[src/logic/pin_function_config_defines.svh]
`ifndef PIN_FUNCTION_CONFIG_DEFINES_SVH
`define PIN_FUNCTION_CONFIG_DEFINES_SVH

// ----------------------------------------------------------------
// register map
// ----------------------------------------------------------------
`define PFC_CFG_OFFSET      8'h88
`define PFC_EVT_STS_OFFSET  8'hC0
`define PFC_EVT_MASK_OFFSET 8'hC4

// ----------------------------------------------------------------
// configuration register fields
// ----------------------------------------------------------------
`define PFC_LED_LSB  28
`define PFC_POL_LSB  24
`define PFC_ROM_LSB  20
`define PFC_DRV_LSB  16
`define PFC_DIR_LSB  8
`define PFC_GPO_LSB  3
`define PFC_DATA_LSB 0
`define PFC_CFG_WMASK 32'h7777_071F
`define PFC_CFG_RESET 32'h0000_0000
`define PFC_EVT_RESET 3'h0

// ----------------------------------------------------------------
// serial rom pin selector codes
// ----------------------------------------------------------------
`define ROM_SEL_ROM      3'h0
`define ROM_SEL_GPO_GPO  3'h1
`define ROM_SEL_GPO_RXDV 3'h3
`define ROM_SEL_TXEN_GPO 3'h5
`define ROM_SEL_TXEN_DV  3'h6
`define ROM_SEL_CLKS     3'h7

// ----------------------------------------------------------------
// timing
// ----------------------------------------------------------------
`define SYS_CLK_PERIOD_NS 100
`define PIN_EVENT_MIN_NS  40
`define PIN_EVENT_MIN_CYC \
  (((`PIN_EVENT_MIN_NS + `SYS_CLK_PERIOD_NS - 1) / `SYS_CLK_PERIOD_NS) < 1 \
   ? 1 : ((`PIN_EVENT_MIN_NS + `SYS_CLK_PERIOD_NS - 1) / `SYS_CLK_PERIOD_NS))

`endif

[src/logic/pin_function_config_pkg.sv]
package pin_function_config_pkg;

  // layout of the configuration register, msb first
  typedef struct packed {
    logic       rsvd31;
    logic [2:0] led_function_select;
    logic       rsvd27;
    logic [2:0] pin_event_polarity;
    logic       rsvd23;
    logic [2:0] serial_rom_pin_function;
    logic       rsvd19;
    logic [2:0] pin_driver_type;
    logic [4:0] rsvd15_11;
    logic [2:0] pin_direction;
    logic [2:0] rsvd7_5;
    logic [1:0] output_only_value;
    logic [2:0] pin_value;
  } pin_cfg_s;

  // one pad's drive pair
  typedef struct packed {
    logic oe;
    logic out;
  } pad_drive_s;

endpackage : pin_function_config_pkg

[src/logic/pin_function_config_port.sv]
`timescale 1ns/10ps
`include "pin_function_config_defines.svh"

// Summary of operation
// - bits 30:28 put pins 2..0 in LED mode when one, else general use.
// - polarity bits 26:24 choose high or low level as a pin's event.
// - a pin event interrupts only when its enable bit is also set.
// - a pin level counts as event only once seen on two successive 100 ns clock samples.
// - field 22:20 routes rom data and clock pins per the selector table.
// - monitor signals come from the internal phy; tx enable from the mac.
// - bits 18:16 make a pin push-pull when one, open-drain when zero.
// - bits 10:8 make a pin an output when one, input when zero.
// - bits 4 and 3 drive output-only pins b and a when routed.
// - an output pin drives its written bit from field 2:0.
// - reading field 2:0 returns the sampled pin levels.
module pin_function_config_port (
  input  wire logic        i_sys_clk,
  input  wire logic        i_rst_b,
  input  wire logic [7:0]  i_reg_addr,
  input  wire logic [31:0] i_reg_wdata,
  input  wire logic        i_reg_wr,
  input  wire logic        i_reg_rd,
  output logic      [31:0] o_reg_rdata,
  output logic             o_irq,
  input  wire logic [2:0]  i_pin_in,
  output logic      [2:0]  o_pin_out,
  output logic      [2:0]  o_pin_oe,
  input  wire logic [2:0]  i_led_drive,
  input  wire logic        i_rom_data_out,
  input  wire logic        i_rom_data_oe,
  input  wire logic        i_rom_clk_out,
  output logic             o_rom_data_in,
  input  wire logic        i_serial_rom_data_pin,
  output logic             o_serial_rom_data_pin,
  output logic             o_serial_rom_data_pin_oe,
  output logic             o_serial_rom_clock_pin,
  output logic             o_serial_rom_clock_pin_oe,
  input  wire logic        i_phy_rx_dv,
  input  wire logic        i_phy_tx_clk,
  input  wire logic        i_phy_rx_clk,
  input  wire logic        i_mac_tx_en
);

  // ----------------------------------------------------------------
  // functions
  // ----------------------------------------------------------------
  function automatic pin_function_config_pkg::pad_drive_s pad_drive(
    input logic value,
    input logic push_pull
  );
    pin_function_config_pkg::pad_drive_s d;
    // open drain only pulls low, releases for a one
    d.oe  = push_pull ? 1'b1 : ~value;
    d.out = push_pull ? value : 1'b0;
    return d;
  endfunction : pad_drive

  function automatic logic level_hit(
    input logic level,
    input logic polarity
  );
    return level == polarity;
  endfunction : level_hit

  // ----------------------------------------------------------------
  // reset release
  // ----------------------------------------------------------------
  logic [3:0] rst_pipe;
  logic       rst_n;

  always_ff @(posedge i_sys_clk or negedge i_rst_b) begin
    if (!i_rst_b) begin
      rst_pipe <= 4'h0;
    end else begin
      rst_pipe <= {rst_pipe[2:0], 1'b1};
    end
  end

  assign rst_n = rst_pipe[1];

  // ----------------------------------------------------------------
  // register state
  // ----------------------------------------------------------------
  pin_function_config_pkg::pin_cfg_s cfg;
  logic [2:0]                        evt_status;
  logic [2:0]                        pin_event_enable;
  logic [2:0]                        pin_sync1;
  logic [2:0]                        pin_sync2;
  logic [1:0]                        hold_cnt [3];
  logic [2:0]                        pin_hit;
  logic [2:0]                        pin_event;
  logic                              wr_cfg;
  logic                              wr_sts;
  logic                              wr_mask;

  assign wr_cfg  = i_reg_wr && (i_reg_addr == `PFC_CFG_OFFSET);
  assign wr_sts  = i_reg_wr && (i_reg_addr == `PFC_EVT_STS_OFFSET);
  assign wr_mask = i_reg_wr && (i_reg_addr == `PFC_EVT_MASK_OFFSET);

  always_ff @(posedge i_sys_clk or negedge rst_n) begin
    if (!rst_n) begin
      cfg <= `PFC_CFG_RESET;
    end else if (wr_cfg) begin
      // reserved positions never store
      cfg <= i_reg_wdata & `PFC_CFG_WMASK;
    end
  end

  always_ff @(posedge i_sys_clk or negedge rst_n) begin
    if (!rst_n) begin
      pin_event_enable <= `PFC_EVT_RESET;
    end else if (wr_mask) begin
      pin_event_enable <= i_reg_wdata[2:0];
    end
  end

  // ----------------------------------------------------------------
  // pin sampling and event qualification
  // ----------------------------------------------------------------
  always_ff @(posedge i_sys_clk or negedge rst_n) begin
    if (!rst_n) begin
      pin_sync1 <= 3'h0;
      pin_sync2 <= 3'h0;
    end else begin
      pin_sync1 <= i_pin_in;
      pin_sync2 <= pin_sync1;
    end
  end

  // a one-cycle sample may be a glitch under 40 ns; wait it out
  always_ff @(posedge i_sys_clk or negedge rst_n) begin
    if (!rst_n) begin
      for (int i = 0; i < 3; i++) begin
        hold_cnt[i] <= 2'h0;
      end
    end else begin
      for (int i = 0; i < 3; i++) begin
        if (!pin_hit[i]) begin
          hold_cnt[i] <= 2'h0;
        end else if (hold_cnt[i] != 2'(`PIN_EVENT_MIN_CYC)) begin
          hold_cnt[i] <= hold_cnt[i] + 2'h1;
        end
      end
    end
  end

  // synchroniser reset value is no pin level; ignore it until refilled
  always_comb begin
    for (int i = 0; i < 3; i++) begin
      pin_hit[i]   = rst_pipe[3] && level_hit(pin_sync2[i],
                               cfg.pin_event_polarity[i]);
      pin_event[i] = pin_hit[i] &&
                     (hold_cnt[i] == 2'(`PIN_EVENT_MIN_CYC));
    end
  end

  // level sensitive: re-sets every cycle the level stays qualified
  always_ff @(posedge i_sys_clk or negedge rst_n) begin
    if (!rst_n) begin
      evt_status <= `PFC_EVT_RESET;
    end else begin
      evt_status <= (evt_status & ~(wr_sts ? i_reg_wdata[2:0] : 3'h0))
                    | pin_event;
    end
  end

  assign o_irq = |(evt_status & pin_event_enable);

  // ----------------------------------------------------------------
  // register read
  // ----------------------------------------------------------------
  logic [31:0] next_rdata;

  always_comb begin
    next_rdata = 32'h0000_0000;
    if (i_reg_addr == `PFC_CFG_OFFSET) begin
      next_rdata = cfg & `PFC_CFG_WMASK;
      next_rdata[2:0] = pin_sync2;
    end else if (i_reg_addr == `PFC_EVT_STS_OFFSET) begin
      next_rdata[2:0] = evt_status;
    end else if (i_reg_addr == `PFC_EVT_MASK_OFFSET) begin
      next_rdata[2:0] = pin_event_enable;
    end
  end

  always_ff @(posedge i_sys_clk or negedge rst_n) begin
    if (!rst_n) begin
      o_reg_rdata <= 32'h0000_0000;
    end else begin
      o_reg_rdata <= i_reg_rd ? next_rdata : 32'h0000_0000;
    end
  end

  // ----------------------------------------------------------------
  // general purpose pins
  // ----------------------------------------------------------------
  pin_function_config_pkg::pad_drive_s gp_drive [3];

  always_comb begin
    for (int i = 0; i < 3; i++) begin
      if (cfg.led_function_select[i]) begin
        gp_drive[i] = pad_drive(i_led_drive[i],
                                cfg.pin_driver_type[i]);
      end else if (cfg.pin_direction[i]) begin
        gp_drive[i] = pad_drive(cfg.pin_value[i],
                                cfg.pin_driver_type[i]);
      end else begin
        gp_drive[i] = '0;
      end
      o_pin_out[i] = gp_drive[i].out;
      o_pin_oe[i]  = gp_drive[i].oe;
    end
  end

  // ----------------------------------------------------------------
  // serial rom pins
  // ----------------------------------------------------------------
  pin_function_config_pkg::pad_drive_s dio_drive;
  pin_function_config_pkg::pad_drive_s clk_drive;

  // monitor taps are fixed to the internal phy and the mac
  always_comb begin
    dio_drive = '0;
    clk_drive = '0;
    case (cfg.serial_rom_pin_function)
      `ROM_SEL_ROM: begin
        dio_drive.out = i_rom_data_out;
        dio_drive.oe  = i_rom_data_oe;
        clk_drive     = pad_drive(i_rom_clk_out, 1'b1);
      end
      `ROM_SEL_GPO_GPO: begin
        dio_drive = pad_drive(cfg.output_only_value[0], 1'b1);
        clk_drive = pad_drive(cfg.output_only_value[1], 1'b1);
      end
      `ROM_SEL_GPO_RXDV: begin
        dio_drive = pad_drive(cfg.output_only_value[0], 1'b1);
        clk_drive = pad_drive(i_phy_rx_dv, 1'b1);
      end
      `ROM_SEL_TXEN_GPO: begin
        dio_drive = pad_drive(i_mac_tx_en, 1'b1);
        clk_drive = pad_drive(cfg.output_only_value[1], 1'b1);
      end
      `ROM_SEL_TXEN_DV: begin
        dio_drive = pad_drive(i_mac_tx_en, 1'b1);
        clk_drive = pad_drive(i_phy_rx_dv, 1'b1);
      end
      `ROM_SEL_CLKS: begin
        dio_drive = pad_drive(i_phy_tx_clk, 1'b1);
        clk_drive = pad_drive(i_phy_rx_clk, 1'b1);
      end
      default: begin
        // reserved codes keep the defaults: both pins undriven
      end
    endcase
  end

  assign o_serial_rom_data_pin     = dio_drive.out;
  assign o_serial_rom_data_pin_oe  = dio_drive.oe;
  assign o_serial_rom_clock_pin    = clk_drive.out;
  assign o_serial_rom_clock_pin_oe = clk_drive.oe;
  // selector changes mid-cycle would corrupt the rom transfer
  assign o_rom_data_in =
    (cfg.serial_rom_pin_function == `ROM_SEL_ROM) ?
    i_serial_rom_data_pin : 1'b0;

  // ----------------------------------------------------------------
  // assertions
  // ----------------------------------------------------------------
  property p_led_mode;
    @(posedge i_sys_clk) disable iff (!rst_n)
      cfg.led_function_select[0] && cfg.pin_driver_type[0]
      |-> o_pin_oe[0] && (o_pin_out[0] == i_led_drive[0]);
  endproperty
  a_led_mode: assert property (p_led_mode)
    else $error("led mode does not follow led source");

  property p_event_sets;
    @(posedge i_sys_clk) disable iff (!rst_n)
      pin_hit[0] [*2] |=> evt_status[0];
  endproperty
  a_event_sets: assert property (p_event_sets)
    else $error("held pin level did not set status");

  property p_event_persist;
    @(posedge i_sys_clk) disable iff (!rst_n)
      $rose(evt_status[1])
      |-> $past(pin_hit[1], 1) && $past(pin_hit[1], 2);
  endproperty
  a_event_persist: assert property (p_event_persist)
    else $error("status set by a short pulse");

  property p_irq_masked;
    @(posedge i_sys_clk) disable iff (!rst_n)
      (pin_event_enable == 3'h0) |-> !o_irq;
  endproperty
  a_irq_masked: assert property (p_irq_masked)
    else $error("interrupt with all enables clear");

  property p_gpo_route;
    @(posedge i_sys_clk) disable iff (!rst_n)
      (cfg.serial_rom_pin_function == `ROM_SEL_GPO_GPO)
      |-> o_serial_rom_data_pin_oe && o_serial_rom_clock_pin_oe
          && (o_serial_rom_data_pin == cfg.output_only_value[0])
          && (o_serial_rom_clock_pin == cfg.output_only_value[1]);
  endproperty
  a_gpo_route: assert property (p_gpo_route)
    else $error("output-only values not on rom pins");

  property p_clk_monitor;
    @(posedge i_sys_clk) disable iff (!rst_n)
      (cfg.serial_rom_pin_function == `ROM_SEL_CLKS)
      |-> (o_serial_rom_data_pin == i_phy_tx_clk)
          && (o_serial_rom_clock_pin == i_phy_rx_clk);
  endproperty
  a_clk_monitor: assert property (p_clk_monitor)
    else $error("phy clocks not routed to rom pins");

  property p_open_drain;
    @(posedge i_sys_clk) disable iff (!rst_n)
      cfg.pin_direction[1] && !cfg.led_function_select[1]
      && !cfg.pin_driver_type[1]
      |-> !o_pin_out[1] && (o_pin_oe[1] == !cfg.pin_value[1]);
  endproperty
  a_open_drain: assert property (p_open_drain)
    else $error("open-drain pin drives high");

  property p_input_off;
    @(posedge i_sys_clk) disable iff (!rst_n)
      !cfg.pin_direction[2] && !cfg.led_function_select[2]
      |-> !o_pin_oe[2];
  endproperty
  a_input_off: assert property (p_input_off)
    else $error("input pin is driven");

  property p_gpo_store;
    @(posedge i_sys_clk) disable iff (!rst_n)
      wr_cfg |=> cfg.output_only_value == $past(i_reg_wdata[4:3]);
  endproperty
  a_gpo_store: assert property (p_gpo_store)
    else $error("output-only bits not stored");

  property p_push_pull;
    @(posedge i_sys_clk) disable iff (!rst_n)
      wr_cfg && i_reg_wdata[`PFC_DIR_LSB] && i_reg_wdata[`PFC_DRV_LSB]
      && !i_reg_wdata[`PFC_LED_LSB]
      |=> o_pin_oe[0] && (o_pin_out[0] == $past(i_reg_wdata[0]));
  endproperty
  a_push_pull: assert property (p_push_pull)
    else $error("written value not driven on pin");

  property p_read_level;
    @(posedge i_sys_clk) disable iff (!rst_n)
      i_reg_rd && (i_reg_addr == `PFC_CFG_OFFSET) && $past(rst_n, 3)
      |=> o_reg_rdata[2:0] == $past(i_pin_in, 3);
  endproperty
  a_read_level: assert property (p_read_level)
    else $error("read does not return synchronised pin level");

  property p_reserved_zero;
    @(posedge i_sys_clk) disable iff (!rst_n)
      i_reg_rd && (i_reg_addr == `PFC_CFG_OFFSET)
      |=> (o_reg_rdata & ~`PFC_CFG_WMASK) == 32'h0000_0000;
  endproperty
  a_reserved_zero: assert property (p_reserved_zero)
    else $error("reserved bits read non-zero");

endmodule : pin_function_config_port

[config.mk]
export PLATFORM = sky130hd
export DESIGN_NAME = pin_function_config_port
export DESIGN_NICKNAME = d
export VERILOG_FILES = /design/src/logic/pin_function_config_pkg.sv /design/src/logic/pin_function_config_port.sv
export VERILOG_INCLUDE_DIRS = /design/src /design/src/logic
export SDC_FILE = /design/constraint.sdc
export NUM_CORES = 1
export LEC_CHECK = 0
export BUFFER_PORTS_ARGS = -buffer_cell sky130_fd_sc_hd__buf_4
export CAP_MARGIN = 25
export CORE_UTILIZATION = 35
export DETAILED_ROUTE_END_ITERATION = 12
export SYNTH_ARGS = -nofsm -noshare
export SYNTH_HDL_FRONTEND = slang
export SYNTH_SLANG_ARGS = --single-unit
[constraint.sdc]
create_clock -name i_sys_clk -period 5.4 [get_ports i_sys_clk]
set_input_delay 0.81 -clock i_sys_clk [delete_from_list [all_inputs] [get_ports i_sys_clk]]
set_output_delay 0.81 -clock i_sys_clk [all_outputs]
set_load 0.01 [all_outputs]
Yosys cells after proc, flatten, opt, wreduce, memory -nomap -nowiden
Index checks and enable logic that the tools add are counted.

Logic and storage cells: 97. Register bits: 74. Output and inout port bits: 44. Input bits: 58.

Muxes and demuxes: 33. Bitwise gates (word level): 10. Add/sub/neg operators: 3. Reduce and logical (&&, ||, !) cells: 15. Equality and inequality tests: 20.

Operators with widths (number): $mux W32 (1); $mux W28 (1); $eq A8 B8 Y1 const B (3); $mux W2 (12); $pmux W2 S4 (2); $mux W1 (13); $mux W3 (4); $ne A2 B1 Y1 const B (6); $eq A3 B3 Y1 const B (3); $logic_and A1 B1 Y1 (9); $reduce_or A2 Y1 (4); $add A2 B1 Y2 const B (3); $and A3 B3 Y3 (2); $eq A2 B1 Y1 const B (3); $not A1 Y1 (6); $eq A1 B1 Y1 (3); $eq A3 B1 Y1 const B (1); $eq A3 B2 Y1 const B (1); $logic_not A3 Y1 (1); $not A3 Y3 (1); $or A3 B3 Y3 (1); $reduce_or A3 Y1 (1).

Depth between registers and ports, before layout
Word-level depth: 6. Mapped depth: 5. Mapped depth without buffers: 5.

Worst setup path after synthesis
Ideal clock, no wire load.

Path kind: in2reg. From: in i_reg_addr[1]. To: reg cfg[0] (netlist bit). Path slack: 2.994 ns. Required time: 5.275 ns. Stages on the path: 4. Data arrival time: 2.281 ns. Buffers on the path: 1. Library setup time: 0.125 ns. Cells stage by stage: or4_4 -> or4_4 -> buf_6 -> mux2_4.

Longest elaborated chain between the ends: 2.

RTL lines: start: declaration (line pin_function_config_port.sv:19) `input wire logic [7:0] i_reg_addr,`; $eq A8 B8 Y1 (no line); $logic_and A1 B1 Y1 (line pin_function_config_port.sv:96) `` assign wr_cfg = i_reg_wr && (i_reg_addr == `PFC_CFG_OFFSET); ``; end signal: assignment (line pin_function_config_port.sv:102) `` cfg <= `PFC_CFG_RESET; ``; end signal: assignment (line pin_function_config_port.sv:105) `` cfg <= i_reg_wdata & `PFC_CFG_WMASK; ``; end: declaration (line pin_function_config_port.sv:84) `pin_function_config_pkg::pin_cfg_s cfg;`.

No other way between the ends. A chain may end at the register's enable or synchronous reset.

Worst setup path in the final report
From: reg cfg[20] (netlist bit). To: out o_serial_rom_clock_pin.

Longest elaborated chain between the ends: 3. Elaborated cells between the ends (all ways): 9. Classes of those cells: eq/ne (5); mux (1); reduce/logical (3).

RTL lines: $eq A3 B3 Y1, or another cell as far along (line pin_function_config_port.sv:225) `case (cfg.serial_rom_pin_function)`; $reduce_or A2 Y1 (no line); $pmux W2 S4 (*) (line pin_function_config_port.sv:225); end: declaration (line pin_function_config_port.sv:36) `output logic o_serial_rom_clock_pin,`.

Mark *: on every way between the ends. The rest lies on a longest branch, timed or not.

==> flow_metrics.env <==
export IMPL_status="finished clean"
export IMPL_synth_lib_cells_used_distinct=34
export IMPL_timing_final_setup_violations=0
export IMPL_share_seq_of_total_power_pct=53.4
export IMPL_vdd_ir_drop_max_mv=0.149
export IMPL_cellInternalPower_uw=709
export IMPL_postRouteAntennaNets=0
export IMPL_max_cap_violations=0
export IMPL_netlist_area_sq_um=2770
export IMPL_floorplan_die_area_sq_um=8290
export IMPL_layout_setup_ws_ns=2.96
export IMPL_clock_tree_root_cell="sky130_fd_sc_hd__clkbuf_8"
export IMPL_cellLeakagePower_nw=1.83
export IMPL_grt_setup_unrepaired="no"
export IMPL_layout_worst_path_cycle_share_pct=45.3
export IMPL_fin_worst_skew_ns=0.00572
export IMPL_synthesized_area_fraction_occupied_by_and_or_nand_nor_cells_pct=15.3
export IMPL_post_drt_via_cell_ratio=4.59
export IMPL_postCtsSetupRepairBufs=0
export IMPL_io_buffer_count=77
export IMPL_grt_util_all_layers_pct=15.0
export IMPL_worstMarginPinSlew_ns=0.621
export IMPL_critical_path_startpoint_type="register"
export IMPL_slew_headroom_pct=58.6
export IMPL_sequential_cell_area_sq_um=1550
export IMPL_cpLargestDelayFamily="flip-flops"
export IMPL_cellPowerDensity_nw_per_um2=261
export IMPL_crit_required_ns=4.59
export IMPL_fill_count=728
export IMPL_wire_per_inst_um=13.7
export IMPL_cts_resized=0
export IMPL_syn2layout_area_growth_pct=28.7
export IMPL_place_detailed_hpwl_um=4070
export IMPL_die_width_um=91.0
export IMPL_min_period_ns=2.44
export IMPL_worstRegToRegCells=1
export IMPL_final_nets=372
export IMPL_antenna_violations_before_repair=0
export IMPL_main_combinational_cell_family_by_area_after_synthesis="simple AND/OR/NAND/NOR gates"
export IMPL_final_cell_mix="sky130_fd_sc_hd__buf_4, sky130_fd_sc_hd__dfrtp_1, sky130_fd_sc_hd__mux2_4"
export IMPL_drc=0
export IMPL_power_uw=931
export IMPL_power_switching_uw=222
export IMPL_finalHoldViolations=0
export IMPL_clkSinkCount=62
export IMPL_synth_edff_count=0
export IMPL_detailroute_via_count=1910
export IMPL_clock_tree_buffer_depth=2
export IMPL_layout_cells_most_common="sky130_fd_sc_hd__buf_4"
export IMPL_top_level_ports=102
export IMPL_numCtsBuffers=9
export IMPL_dp_slack_ns=2.70
export IMPL_multi_input_area_sq_um=1100
export IMPL_netlist_area_leader_share_pct=55.9
export IMPL_synth_xor_area_share_pct=2.53
export IMPL_slew_viol_final=0
export IMPL_first_global_vias=1857
export IMPL_antennaDiodeCount=0
export IMPL_clkPwrFrac_pct=35.7
export IMPL_critical_path_cell_chain="mux2_2, nand3_1, o221ai_1, buf_4"
export IMPL_route_final_wire_length_um=5690
export IMPL_core_rowCount=32
export IMPL_post_route_cells_drive_above_1_share_pct=37.9
export IMPL_critical_path_arrival_ns=1.63
export IMPL_comb_power_share_pct=10.9
export IMPL_worst_skew_pair_late_latency_ns=0.34
export IMPL_worst_path_max_delay_cell="sky130_fd_sc_hd__dfrtp_1"
export IMPL_synth_warn=0
export IMPL_totalNegativeSetupSlack_ns=0
export IMPL_dr_iter_0_viols=57
export IMPL_timing_critical_path_buf_inv=1
export IMPL_fmax_mhz=409
export IMPL_postSynthAreaPerCell_sq_um=12.2
export IMPL_async_reset_ff_share_pct=100
export IMPL_worstSetupEndpointType="output pin"
export IMPL_synth_compound_gate_area_share_pct=6.18
export IMPL_coreArea_sq_um=7690
export IMPL_p_sw_share_pct=23.8
export IMPL_synth_area_leader_cell="sky130_fd_sc_hd__dfrtp_1"
export IMPL_global_route_wire_length_before_repair_um=9370
export IMPL_ys_seq_area_share_pct=55.9
export IMPL_worst_path_largest_cell_delay_ns=0.56
export IMPL_cp_max_fo=12
export IMPL_dr_pass1_iters=4
export IMPL_largest_net_degree_at_the_start_of_global_routing=33
export IMPL_worst_setup_path_type="register to output pin"
export IMPL_synth_mux_area_fraction_pct=12.4
export IMPL_most_used_flip_flop_cell_after_synthesis="sky130_fd_sc_hd__dfrtp_1"
export IMPL_initial_util_pct=36.1
export IMPL_path_clk_slew_ns=0.06
export IMPL_synth_cells=228
export IMPL_cts_hold_buffers=0
export IMPL_synth_fa_ha_area_share_pct=1.35
export IMPL_yosys_top_cells_area="sky130_fd_sc_hd__dfrtp_1, sky130_fd_sc_hd__mux2_4, sky130_fd_sc_hd__buf_4"
export IMPL_die_height_um=91.0
export IMPL_critical_path_depth=4
export IMPL_htree_num_levels=3
export IMPL_gp_congestion=0.757
export IMPL_hold_class="primary input to async pin"
export IMPL_yosys_register_bits=62
export IMPL_cts_tree="done"
export IMPL_total_global_routing_overflow=0
==> synthesized netlist by cell type, types with 3 or more instances <==
cell type and count:
sky130_fd_sc_hd__nor2b_1 3, sky130_fd_sc_hd__a21oi_1 14, sky130_fd_sc_hd__a31oi_1 4, sky130_fd_sc_hd__and3_1 4, sky130_fd_sc_hd__a211o_1 3, sky130_fd_sc_hd__mux2_4 20, sky130_fd_sc_hd__dfrtp_1 62, sky130_fd_sc_hd__mux2_2 4
sky130_fd_sc_hd__buf_4 12, sky130_fd_sc_hd__and2_1 14, sky130_fd_sc_hd__nand3b_1 9, sky130_fd_sc_hd__ha_1 3, sky130_fd_sc_hd__xnor2_1 3, sky130_fd_sc_hd__inv_1 10, sky130_fd_sc_hd__nor3_1 3, sky130_fd_sc_hd__a21o_1 3
sky130_fd_sc_hd__nand2b_1 4, sky130_fd_sc_hd__nand3_1 3, sky130_fd_sc_hd__clkbuf_1 4, sky130_fd_sc_hd__nor2_1 11, sky130_fd_sc_hd__nand2_1 13, sky130_fd_sc_hd__xor2_1 5
==> layout make-up <==
class,count,area share (%)
Clock inverter,2,0.280
Multi-Input combinational cell,149,30.9
Clock buffer,12,4.06
Tap cell,102,3.57
Inverter,10,1.05
Sequential cell,62,43.5
Timing Repair Buffer,79,16.6
==> metrics by stage <==
stage	hold slack [ns]	util [%]	instance area, sq um	instances
2_1_floorplan	0.331	-	2820	239
3_3_place_gp	0.302	44.4	3420	402
5_1_grt	0.237	46.5	3570	416
6_report	0.256	46.5	3570	416
3_5_place_dp	0.304	44.4	3420	402
4_1_cts	0.237	46.5	3570	416
==> power groups by stage <==
| stage | Sequential [mW] | Clock [mW] | Combinational (mW) |
|---|---|---|---|
| 4_1_cts | 0.497 | 0.347 | 0.103 |
| 3_3_place_gp | 0.505 | 0 | 0.100 |
| 6_report | 0.497 | 0.333 | 0.101 |
| 2_1_floorplan | 0.502 | 0 | 0.0586 |
| 3_5_place_dp | 0.506 | 0 | 0.102 |
| 5_1_grt | 0.500 | 0.367 | 0.113 |
==> path summary, 6_finish.rpt <==
check | from | endpoint | slack, ns
setup / recovery | cfg[20] | o_serial_rom_clock_pin | 2.96
hold reg to reg | rst_pipe[1] | cfg[28] | 0.29
setup reg to reg | rst_pipe[1] | rst_pipe[2] | 4.00
max in group asynchronous | rst_pipe[1] | cfg[3] | 4.27
hold / removal | i_rst_b | rst_pipe[2] | 0.26
min in group i_sys_clk | pin_sync1[2] | pin_sync2[2] | 0.35
==> layer usage <==
layer  vias to the layer above  share of wire, %  global-route usage [%]
li1                        923                 -                       -
met1                       915                48                    20.3
met2                        64                45                    21.7
met3                         8               5.4                    4.61
met4                         0               1.9                    7.54
met5                         -                 0                       0
==> registers in the layout, summed over array words and instances (netlist names) <==
| signal | cells |
|---|---|
| cfg | 20 |
| pin_sync2 | 3 |
| rst_pipe | 4 |
| hold_cnt | 6 |
| evt_status | 3 |
| pin_event_enable | 3 |
| o_reg_rdata | 20 |
| pin_sync1 | 3 |
==> cell families after synthesis <==
group	count (synthesis)
AOI/OAI and AO/OA	27
and+or+nand+nor	74
other	2
adders and majority gates	3
DFF	62
buffers and inverters	28
xor gates and xnor gates	8
muxes	24
No activity file was read; power rests on OpenSTA's default activity.
